<file path="src/apv_pkg.sv">
// constants for the auxiliary port, oscillator and divider register bank
package apv_pkg;
   localparam int          ADDR_W           = 5;
   localparam int          DATA_W           = 24;
   localparam logic [4:0]  ADDR_AUX_CTRL    = 5'h14;
   localparam logic [4:0]  ADDR_MAN_OSC     = 5'h15;
   localparam logic [4:0]  ADDR_GAIN_DIV    = 5'h16;
   localparam logic [23:0] RST_AUX_CTRL     = 24'h000220;
   localparam logic [23:0] RST_MAN_OSC      = 24'h0F48A0;
   localparam logic [23:0] RST_GAIN_DIV     = 24'h0006C1;
   // auxiliary_port_control fields
   localparam int          AUX_MODE_BIT     = 0;
   localparam int          AUX_VAL_LSB      = 1;
   localparam int          AUX_LVL_BIT      = 4;
   localparam int          AUX_PSYNC_BIT    = 9;
   localparam int          AUX_ROUTE_LSB    = 10;
   localparam int          AUX_OST_LSB      = 12;
   // manual_oscillator_config fields
   localparam int          OSC_MCAL_BIT     = 0;
   localparam int          OSC_CAP_LSB      = 1;
   localparam int          OSC_CORE_LSB     = 6;
   localparam int          OSC_TUNE_BIT     = 9;
   localparam int          OSC_ASCALE_BIT   = 16;
   // gain_and_divider_control fields
   localparam int          DIV_LSB          = 0;
   localparam int          GAIN1_LSB        = 6;
   localparam int          GAIN2_LSB        = 8;
   localparam int          DIVGAIN_BIT      = 10;
   localparam logic [5:0]  DIV_MAX          = 6'h3E;
   localparam logic [5:0]  DIV_MUTE_CODE    = 6'h00;
   localparam logic [5:0]  DIV_ONE_CODE     = 6'h01;
   typedef enum logic [1:0] {
      APV_OST_HIZ,
      APV_OST_HOLD,
      APV_OST_HIGH,
      APV_OST_LOW
   } apv_ost_t;
endpackage

</file>
<file path="src/apv_aux_if.sv">
// carrier between the register bank and the auxiliary pin driver
`timescale 1ns/1ps
interface apv_aux_if;
   logic       spi_mode;
   logic [2:0] gpo_val;
   logic [1:0] route;
   logic [1:0] out_state;
   logic [2:0] spi_pins;
   logic       spi_active;
   logic       status_sig;
   logic [2:0] pin_out;
   logic [2:0] pin_oe;
   modport cfg (output spi_mode, gpo_val, route, out_state, spi_pins,
                spi_active, status_sig, input pin_out, pin_oe);
   modport drv (input spi_mode, gpo_val, route, out_state, spi_pins,
                spi_active, status_sig, output pin_out, pin_oe);
endinterface

</file>
<file path="src/apv_aux_drv.sv">
// auxiliary pin driver: serial master, static outputs, status routing
`timescale 1ns/1ps
module apv_aux_drv (
   input  wire logic clk,
   input  wire logic rst_n,
   apv_aux_if.drv    aux
);
   logic [2:0] pin_nxt;
   logic [2:0] oe_nxt;
   logic [2:0] pin_r;
   logic [2:0] oe_r;

   always_comb begin
      pin_nxt = pin_r;
      oe_nxt  = 3'h7;
      if (aux.spi_mode) begin
         if (aux.spi_active) begin
            pin_nxt = aux.spi_pins;
         end else begin
            case (apv_pkg::apv_ost_t'(aux.out_state))
               apv_pkg::APV_OST_HIZ:  oe_nxt  = 3'h0;
               apv_pkg::APV_OST_HOLD: pin_nxt = pin_r;
               apv_pkg::APV_OST_HIGH: pin_nxt = 3'h7;
               apv_pkg::APV_OST_LOW:  pin_nxt = 3'h0;
               default:               oe_nxt  = 3'h0;
            endcase
         end
      end else begin
         pin_nxt = aux.gpo_val;
      end
      if (aux.route != 2'h0) begin
         pin_nxt[aux.route - 2'h1] = aux.status_sig;
         oe_nxt[aux.route - 2'h1]  = 1'b1;
      end
   end

   always_ff @(posedge clk or negedge rst_n) begin
      if (!rst_n) begin
         pin_r <= 3'h0;
         oe_r  <= 3'h0;
      end else begin
         pin_r <= pin_nxt;
         oe_r  <= oe_nxt;
      end
   end

   assign aux.pin_out = pin_r;
   assign aux.pin_oe  = oe_r;
endmodule

</file>
<file path="src/apv_top.sv">
// register bank for auxiliary port, manual oscillator and output divider
//
// Behaviour
// - mode bit 1 runs the three auxiliary pins as a serial master
// - mode bit 0 drives each pin from its static output value bit
// - level select bit picks 1.8 V (0) or 3.3 V (1) drive in static mode; serial mode is always 1.8 V
// - phase sync bit makes chip enable trigger phase sync, exact mode only
// - routing field sends status signal to no pin or pin 0, 1, 2
// - manual calibration bit replaces automatic oscillator calibration
// - core selection picks sub-band; capacitor field, reset 16, sets capacitor
// - manual tune enable bit turns manual oscillator tuning on or off
// - auto-scale bit scales charge pump current from frequency and capacitor
// - divide code 1 is divide by 1, evens to 62, odd rounds down
// - divide code 0 mutes output stages, oscillator and buffer stay on
`timescale 1ns/1ps
module apv_top (
   input  wire logic        CLK,
   input  wire logic        NRST,
   input  wire logic [4:0]  REG_ADDR,
   input  wire logic [23:0] REG_WDATA,
   input  wire logic        REG_WE,
   output logic      [23:0] REG_RDATA,
   input  wire logic        CHIP_EN,
   input  wire logic        EXACT_FREQ_EN,
   input  wire logic        GENERAL_PURPOSE_OUT,
   input  wire logic [2:0]  AUX_SPI_PINS,
   input  wire logic        AUX_SPI_ACTIVE,
   output logic      [2:0]  AUX_PIN_OUT,
   output logic      [2:0]  AUX_PIN_OE,
   output logic             AUX_LEVEL_3V3,
   output logic             PHASE_SYNC_TRIG,
   output logic             MAN_CAL_EN,
   output logic      [4:0]  CAP_SWITCH,
   output logic      [2:0]  OSC_CORE_SEL,
   output logic             MAN_TUNE_EN,
   output logic             CHARGE_PUMP_AUTOSCALE,
   output logic      [5:0]  DIV_RATIO,
   output logic             OUT_MUTE,
   output logic      [1:0]  LO1_GAIN,
   output logic      [1:0]  SECOND_OSC_OUTPUT_GAIN,
   output logic             DIV_STAGE_GAIN
);
   logic        rst_s1_r;
   logic        rst_n_r;
   logic [23:0] aux_ctrl_r;
   logic [23:0] man_osc_r;
   logic [23:0] gain_div_r;
   logic [23:0] rdata_nxt;
   logic        chip_en_d_r;
   logic [5:0]  div_code;
   logic [5:0]  div_nxt;

   apv_aux_if aux ();

   ////////////////////////////////////////////////////////////////////////
   // reset release
   always_ff @(posedge CLK or negedge NRST) begin
      if (!NRST) begin
         rst_s1_r <= 1'b0;
         rst_n_r  <= 1'b0;
      end else begin
         rst_s1_r <= 1'b1;
         rst_n_r  <= rst_s1_r;
      end
   end

   ////////////////////////////////////////////////////////////////////////
   // register writes, reserved bits kept as written
   always_ff @(posedge CLK or negedge rst_n_r) begin
      if (!rst_n_r) begin
         aux_ctrl_r <= apv_pkg::RST_AUX_CTRL;
         man_osc_r  <= apv_pkg::RST_MAN_OSC;
         gain_div_r <= apv_pkg::RST_GAIN_DIV;
      end else if (REG_WE) begin
         case (REG_ADDR)
            apv_pkg::ADDR_AUX_CTRL: aux_ctrl_r <= REG_WDATA;
            apv_pkg::ADDR_MAN_OSC:  man_osc_r  <= REG_WDATA;
            apv_pkg::ADDR_GAIN_DIV: gain_div_r <= REG_WDATA;
            default:                ;
         endcase
      end
   end

   always_comb begin
      case (REG_ADDR)
         apv_pkg::ADDR_AUX_CTRL: rdata_nxt = aux_ctrl_r;
         apv_pkg::ADDR_MAN_OSC:  rdata_nxt = man_osc_r;
         apv_pkg::ADDR_GAIN_DIV: rdata_nxt = gain_div_r;
         default:                rdata_nxt = 24'h000000;
      endcase
   end

   always_ff @(posedge CLK or negedge rst_n_r) begin
      if (!rst_n_r) begin
         REG_RDATA <= 24'h000000;
      end else begin
         REG_RDATA <= rdata_nxt;
      end
   end

   ////////////////////////////////////////////////////////////////////////
   // auxiliary port
   assign aux.spi_mode   = aux_ctrl_r[apv_pkg::AUX_MODE_BIT];
   assign aux.gpo_val    = aux_ctrl_r[apv_pkg::AUX_VAL_LSB +: 3];
   assign aux.route      = aux_ctrl_r[apv_pkg::AUX_ROUTE_LSB +: 2];
   assign aux.out_state  = aux_ctrl_r[apv_pkg::AUX_OST_LSB +: 2];
   assign aux.spi_pins   = AUX_SPI_PINS;
   assign aux.spi_active = AUX_SPI_ACTIVE;
   assign aux.status_sig = GENERAL_PURPOSE_OUT;

   apv_aux_drv u_aux_drv (
      .clk   (CLK),
      .rst_n (rst_n_r),
      .aux   (aux.drv)
   );

   assign AUX_PIN_OUT = aux.pin_out;
   assign AUX_PIN_OE  = aux.pin_oe;

   ////////////////////////////////////////////////////////////////////////
   // phase sync trigger on chip enable rising edge
   always_ff @(posedge CLK or negedge rst_n_r) begin
      if (!rst_n_r) begin
         // starts high: a chip enable already up at reset is no edge
         chip_en_d_r     <= 1'b1;
         PHASE_SYNC_TRIG <= 1'b0;
      end else begin
         chip_en_d_r     <= CHIP_EN;
         PHASE_SYNC_TRIG <= CHIP_EN & ~chip_en_d_r & EXACT_FREQ_EN
                            & aux_ctrl_r[apv_pkg::AUX_PSYNC_BIT];
      end
   end

   ////////////////////////////////////////////////////////////////////////
   // output divider decode
   assign div_code = gain_div_r[apv_pkg::DIV_LSB +: 6];

   always_comb begin
      if (div_code == apv_pkg::DIV_MUTE_CODE) begin
         div_nxt = apv_pkg::DIV_MUTE_CODE;
      end else if (div_code == apv_pkg::DIV_ONE_CODE) begin
         div_nxt = apv_pkg::DIV_ONE_CODE;
      end else if (div_code > apv_pkg::DIV_MAX) begin
         div_nxt = apv_pkg::DIV_MAX;
      end else begin
         div_nxt = {div_code[5:1], 1'b0};
      end
   end

   ////////////////////////////////////////////////////////////////////////
   // registered configuration outputs
   always_ff @(posedge CLK or negedge rst_n_r) begin
      if (!rst_n_r) begin
         AUX_LEVEL_3V3          <= 1'b0;
         MAN_CAL_EN             <= 1'b0;
         CAP_SWITCH             <= 5'h00;
         OSC_CORE_SEL           <= 3'h0;
         MAN_TUNE_EN            <= 1'b0;
         CHARGE_PUMP_AUTOSCALE  <= 1'b0;
         DIV_RATIO              <= 6'h00;
         OUT_MUTE               <= 1'b0;
         LO1_GAIN               <= 2'h0;
         SECOND_OSC_OUTPUT_GAIN <= 2'h0;
         DIV_STAGE_GAIN         <= 1'b0;
      end else begin
         AUX_LEVEL_3V3 <= ~aux_ctrl_r[apv_pkg::AUX_MODE_BIT]
                          & aux_ctrl_r[apv_pkg::AUX_LVL_BIT];
         MAN_CAL_EN    <= man_osc_r[apv_pkg::OSC_MCAL_BIT];
         CAP_SWITCH    <= man_osc_r[apv_pkg::OSC_CAP_LSB +: 5];
         OSC_CORE_SEL  <= man_osc_r[apv_pkg::OSC_CORE_LSB +: 3];
         MAN_TUNE_EN   <= man_osc_r[apv_pkg::OSC_TUNE_BIT];
         CHARGE_PUMP_AUTOSCALE <= man_osc_r[apv_pkg::OSC_ASCALE_BIT];
         DIV_RATIO     <= div_nxt;
         OUT_MUTE      <= (div_code == apv_pkg::DIV_MUTE_CODE);
         LO1_GAIN      <= gain_div_r[apv_pkg::GAIN1_LSB +: 2];
         SECOND_OSC_OUTPUT_GAIN <= gain_div_r[apv_pkg::GAIN2_LSB +: 2];
         DIV_STAGE_GAIN <= gain_div_r[apv_pkg::DIVGAIN_BIT];
      end
   end
endmodule

</file>
<file path="config.mk">
export PLATFORM = sky130hd
export DESIGN_NAME = apv_top
export DESIGN_NICKNAME = d
export VERILOG_FILES = /design/src/apv_pkg.sv /design/src/apv_aux_if.sv /design/src/apv_aux_drv.sv /design/src/apv_top.sv
export SDC_FILE = /design/constraint.sdc
export NUM_CORES = 1
export LEC_CHECK = 0
export BUFFER_PORTS_ARGS = -buffer_cell sky130_fd_sc_hd__buf_4
export CORE_UTILIZATION = 45
export DETAILED_ROUTE_END_ITERATION = 7
export PLACE_DENSITY_LB_ADDON = 0.25
export REMOVE_ABC_BUFFERS = 1
export SKIP_LAST_GASP = 1
export SYNTH_ARGS = -nofsm -noshare
export SYNTH_HDL_FRONTEND = slang
export SYNTH_HIERARCHICAL = 1
export SYNTH_SLANG_ARGS = --single-unit
</file>
<file path="constraint.sdc">
create_clock -name CLK -period 5.35 [get_ports CLK]
set_input_delay 0.2675 -clock CLK [delete_from_list [all_inputs] [get_ports CLK]]
set_output_delay 0.2675 -clock CLK [all_outputs]
set_load 0.02 [all_outputs]
</file>
# Word level (Yosys, flattened, before mapping)
# Index checks and enable logic that the tools add are counted.
# totals
output_inout_bits	55
ff_bits	130
input_bits	39
elab_cells	60
# op_classes
reduce_logical	7
n_bitwise	7
n_lt_le_gt_ge	3
n_eq_ne	6
n_addsub	1
muxes	15
# ops
operator	n
$pmux 24 s3	1
$mux 3	7
$mux 6	3
$eq 5x5->1 const B	3
$eq 6x1->1 const B	1
$gt 6x6->1 const B	1
$logic_not 6->1	1
$pmux 3 s2	1
$reduce_and 2->1	3
$and 1x1->1	4
$eq 2x2->1 const B	2
$bwmux 3	1
$lt 2x3->1 const B	1
$or 3x3->3	1
$demux 1 s2	1
$ge 2x1->1 const B	1
$logic_not 2->1	1
$not 1->1	2
$reduce_bool 2->1	1
$sub 2x1->2 const B	1
$logic_and 1x1->1	1
$mux 1	1

# Longest topological paths before layout
# logic_depth
word_depth	7
depth_mapped	6
depth_no_buf	3

# Modules after synthesis
# Netlist, hierarchy kept.
# modules_own_cells
mod	instances	area_per_inst_um2	cells_per_inst	seq_area_each_um2
apv_top	1	4733.3	278	3123.0
apv_aux_drv	1	315.3	33	150.1

# Worst setup path before layout
# No wires, ideal clock.
# synth_timing
path_type	input port to flip-flop
startpoint	input port REG_ADDR[3]
endpoint	register aux_ctrl_r[10]
setup_slack_ns	3.909
setup_ns	0.125
n_path_buf	2
t_required_ns	5.225
t_arrival_ns	1.317
stages	5
path_cell_list	nor3b_1 and4b_1 buf_4 buf_6 mux2_2
# synth_via
elab_chain_len	2
# synth_lines
item	line_no	source
start, declared	apv_top.sv:19	input wire logic [4:0] REG_ADDR,
$eq 5x5->1	apv_top.sv:75	case (REG_ADDR)
$reduce_and 2->1 (no line)	n/a	
end signal, assigned	apv_top.sv:71	aux_ctrl_r <= apv_pkg::RST_AUX_CTRL;
end, declared	apv_top.sv:45	logic [23:0] aux_ctrl_r;
# Every way passes these cells.
# A chain may end at the register's enable or synchronous reset.

# Worst setup path after layout
# layout_timing
startpoint	input port REG_ADDR[1]
endpoint	register gain_div_r[3]
# layout_via
elab_chain_len	2
# layout_lines
item	line_no	source
$eq 5x5->1	apv_top.sv:75	
$reduce_and 2->1 (no line)	n/a	
end signal, assigned	apv_top.sv:73	gain_div_r <= apv_pkg::RST_GAIN_DIV;
end, declared	apv_top.sv:47	logic [23:0] gain_div_r;
# Every way passes these cells.

==> impl_summary.txt <==
----------------------------------------------------
[Run status]
  Result of the run ... finished, final reports clean

[GRT]
  Largest net degree at the start of global routing ... 67
  GR Overflow Total ... 0
  Initial antenna violation count ... 0
  All-layer global routing usage ... 0.187
  First-pass GRT wire length ... 15800 um
  Vias in the first global route ... 3134

[Critical path]
  Family with the most delay on the worst path ... simple AND/OR/NAND/NOR gates
  Critical path buffer and inverter count ... 1
  Cell breakdown of the critical path ... buf_4 -> and4_1 -> mux2_2
  Arrival time reported for the critical path endpoint ... 2.21 ns
  Crit end category ... register
  Cell with the biggest individual delay on the critical path ... and4_1
  Highest net fanout along the worst path ... 27
  Data required time at the worst endpoint ... 5.75 ns
  Delay of the slowest cell on the worst path ... 1.08 ns
  Class of the most critical setup path ... primary input to register
  Startpoint Class ... primary input

[Logic synthesis]
  Distinct cells, synth ... 28
  Top post-synthesis cells by area ... dfrtp_1, mux2_2, dfstp_2
  Count of synthesis-stage warnings from yosys ... 6
  Cell accounting for the most synthesized area ... dfrtp_1
  Post-Syn Area ... 5050 um^2
  Dominant register cell in the synthesized netlist ... dfrtp_1
  Syn_area_per_cell ... 16.2 um^2
  Area fraction of the dominant cell type after synthesis ... 0.565
  Number of standard cells after synthesis ... 311
  Async set-or-reset flop fraction in the synthesized netlist ... 1.00
  Share of synthesized area occupied by flip-flops and latches ... 0.648
  Number of enable flip-flop cells after synthesis ... 0
  Flip-flop and latch count after synthesis ... 130

[Cells and area]
  Design area ... 6690 um^2
  Post-route non-filler standard cell count ... 584
  Antenna Diode Count ... 0
  Layout cells sized above 1 ... 0.491
  Utilization of the core after routing ... 0.615
  Synthesis-to-layout area growth ... 32.6%
  Filler Cells Inserted ... 856
  Final layout net count ... 470

[Routing]
  Final ANT Viol Nets ... 0
  Initial drt markers ... 68
  Via count ... 2983
  Number of iterations in the first detailed-routing pass ... 4
  Total DRC errors in the routed layout ... 0
  Wirelength per Cell ... 16.7 um
  Average vias per placed instance ... 5.11
  Final Routed Wirelength ... 9780 um

[Clocking]
  Total setup buffers inserted after CTS ... 0
  Clk Tree Root Cell ... clkbuf_8
  CTS H-tree depth ... 4
  Longest Clk Path Bufs ... 2
  Num CTS Buffers ... 17
  Count of cells resized by post-cts repair ... 0
  Clock-pin slew on the worst setup and hold paths ... 0.06 ns
  # clock sinks ... 130
  TritonCTS clock tree ... yes
  Clock latency reported for the late side of the worst-skew pair ... 0.52 ns

[Worst hold path]
  Classification of the worst-slack hold path ... primary input to register

[Place]
  Port-buffer cells ... 93
  Placed cells ... 525
  Final HPWL DP ... 5810 um
  Worst setup timing slack at the placement stage ... 2.96 ns
  Instance area at placement ... 5790 um^2
  Weighted congestion reported at the end of routability-driven placement ... 0.700

[Timing]
  Final-report setup violation count ... 0
  Final count of hold timing violations ... 0
  Period Utilization, post-route ... 0.339
  Worst Hold Slack ... 0.0262 ns
  Relative slew margins ... 0.199
  Post-Route Setup TNS ... 0 ns
  PnR worst setup slack ... 3.54 ns
  Final Max Tran Viols ... 0
  Top achievable clock speed ... 551 MHz
  Actual transition at the worst max-transition pin ... 1.20 ns
  Clock tree skew after final layout ... 0.00634 ns
  Clock period minus final worst setup slack ... 1.81 ns
  Unrepaired setup endpoints after global routing ... no

[Floorplan]
  Number of top-level design ports ... 94
  Area enclosed by the die boundary ... 11600 um^2
  Starting density of the core ... 0.464
  Number of standard-cell rows in the floorplan ... 38
  Chip height ... 108 um
  Area of the core region ... 10900 um^2
  Die Wd ... 108 um

[Pwr]
  Max rail drop VDD ... 0.204 mV
  Cell leakage power ... 3.22 nW
  Tot Pwr ... 2.89 mW
  Total power density per cell area ... 432 nW/um^2

[Flow run]
  Number of violations of the max-capacitance limit ... 0

----------------------------------------------------
-- layout by cell type, fill, tap and decap left out, drive strengths merged, types with 2 or more instances in the layout --
cell         instances
mux2                72
a22o                 2
clkinvlp             3
nand2b               4
nor2                 7
dfstp               16
dlygate4sd3         27
mux2i               24
nor2b                5
dfrtp              114
o2bb2ai             24
clkbuf              24
and2                 2
buf                 95
o311ai               3
nor3b                2
bufinv               4
nand2                5
and4b                2
-- worst paths after layout --
path / start / to / slack [ns] / depth (start not counted)
worst max-delay path: REG_ADDR[1] / gain_div_r[3]$_DFFE_PN0P_ / 3.54 / 3
max in group asynchronous: rst_n_r$_DFF_PN0_ / aux_ctrl_r[0]$_DFFE_PN0P_ / 3.63 / 1
worst max register to register: rst_n_r$_DFF_PN0_ / aux_ctrl_r[0]$_DFFE_PN0P_ / 3.63 / 1
min in group asynchronous: NRST / rst_n_r$_DFF_PN0_ / 0.06 / 2
worst min-delay path: EXACT_FREQ_EN / PHASE_SYNC_TRIG$_DFF_PN0_ / 0.03 / 2
worst min register to register: rst_s1_r$_DFF_PN0_ / rst_n_r$_DFF_PN0_ / 0.36 / 0
-- cells by family after synthesis --
| group | Yosys count | synth area share |
|---|---|---|
| DFF | 130 | 0.648 |
| other | 1 | 0.000743 |
| and+or+nand+nor | 33 | 0.0456 |
| AOI/OAI and AO/OA | 30 | 0.0516 |
| buffers and inverters | 21 | 0.0307 |
| muxes | 96 | 0.223 |
-- layout make-up --
class | instances | area, um^2 | share of cell area
Tap cell | 140 | 175 | 0.0262
Timing Repair Buffer | 122 | 983 | 0.147
Clock inverter | 8 | 148 | 0.0221
Sequential cell | 130 | 3280 | 0.490
Multi-Input combinational cell | 160 | 1620 | 0.242
Clock buffer | 24 | 490 | 0.0733
-- cell usage after synthesis, types with 2 or more instances --
cell       number
o311ai_1        3
mux2_2         52
nor3b_1         2
dfstp_2        16
a22o_1          2
nor2_1          7
buf_6           9
clkbuf_1        9
nor2b_1         5
nand2b_1        4
mux2_4         20
nand2_1         5
and4b_1         2
dfrtp_1       114
o2bb2ai_1      24
buf_4           2
mux2i_1        24
-- repair_timing --
| item | CTS | global route |
|---|---|---|
| setup endpoints to repair | 0 | 0 |
| hold endpoints to repair | 76 | 0 |
| hold buffers | 27 | 0 |
-- sequential cells by signal, indices dropped and copies added (netlist names), 2 cells and up --
name / count
REG_RDATA: 24
aux_ctrl_r: 24
gain_div_r: 24
man_osc_r: 24
DIV_RATIO: 6
CAP_SWITCH: 5
OSC_CORE_SEL: 3
u_aux_drv/aux.pin_oe: 3
u_aux_drv/aux.pin_out: 3
LO1_GAIN: 2
SECOND_OSC_OUTPUT_GAIN: 2
-- routing by layer --
layer,GRT usage,part of all wire,routed length [um],up-vias
met5,0,0,0,-
met1,0.228,0.43,4220,1533
met4,0.0851,0.019,187,0
met3,0.0521,0.046,453,21
met2,0.309,0.50,4910,75
li1,-,-,-,1354
-- where the power goes --
group | leakage (nW) | total [mW] | switching, mW | internal [mW]
Clock | 0.304 | 1.22 | 0.403 | 0.818
Sequential | 1.64 | 1.26 | 0.103 | 1.16
Combinational | 1.28 | 0.406 | 0.176 | 0.230
No activity file was read; power rests on OpenSTA's default activity.
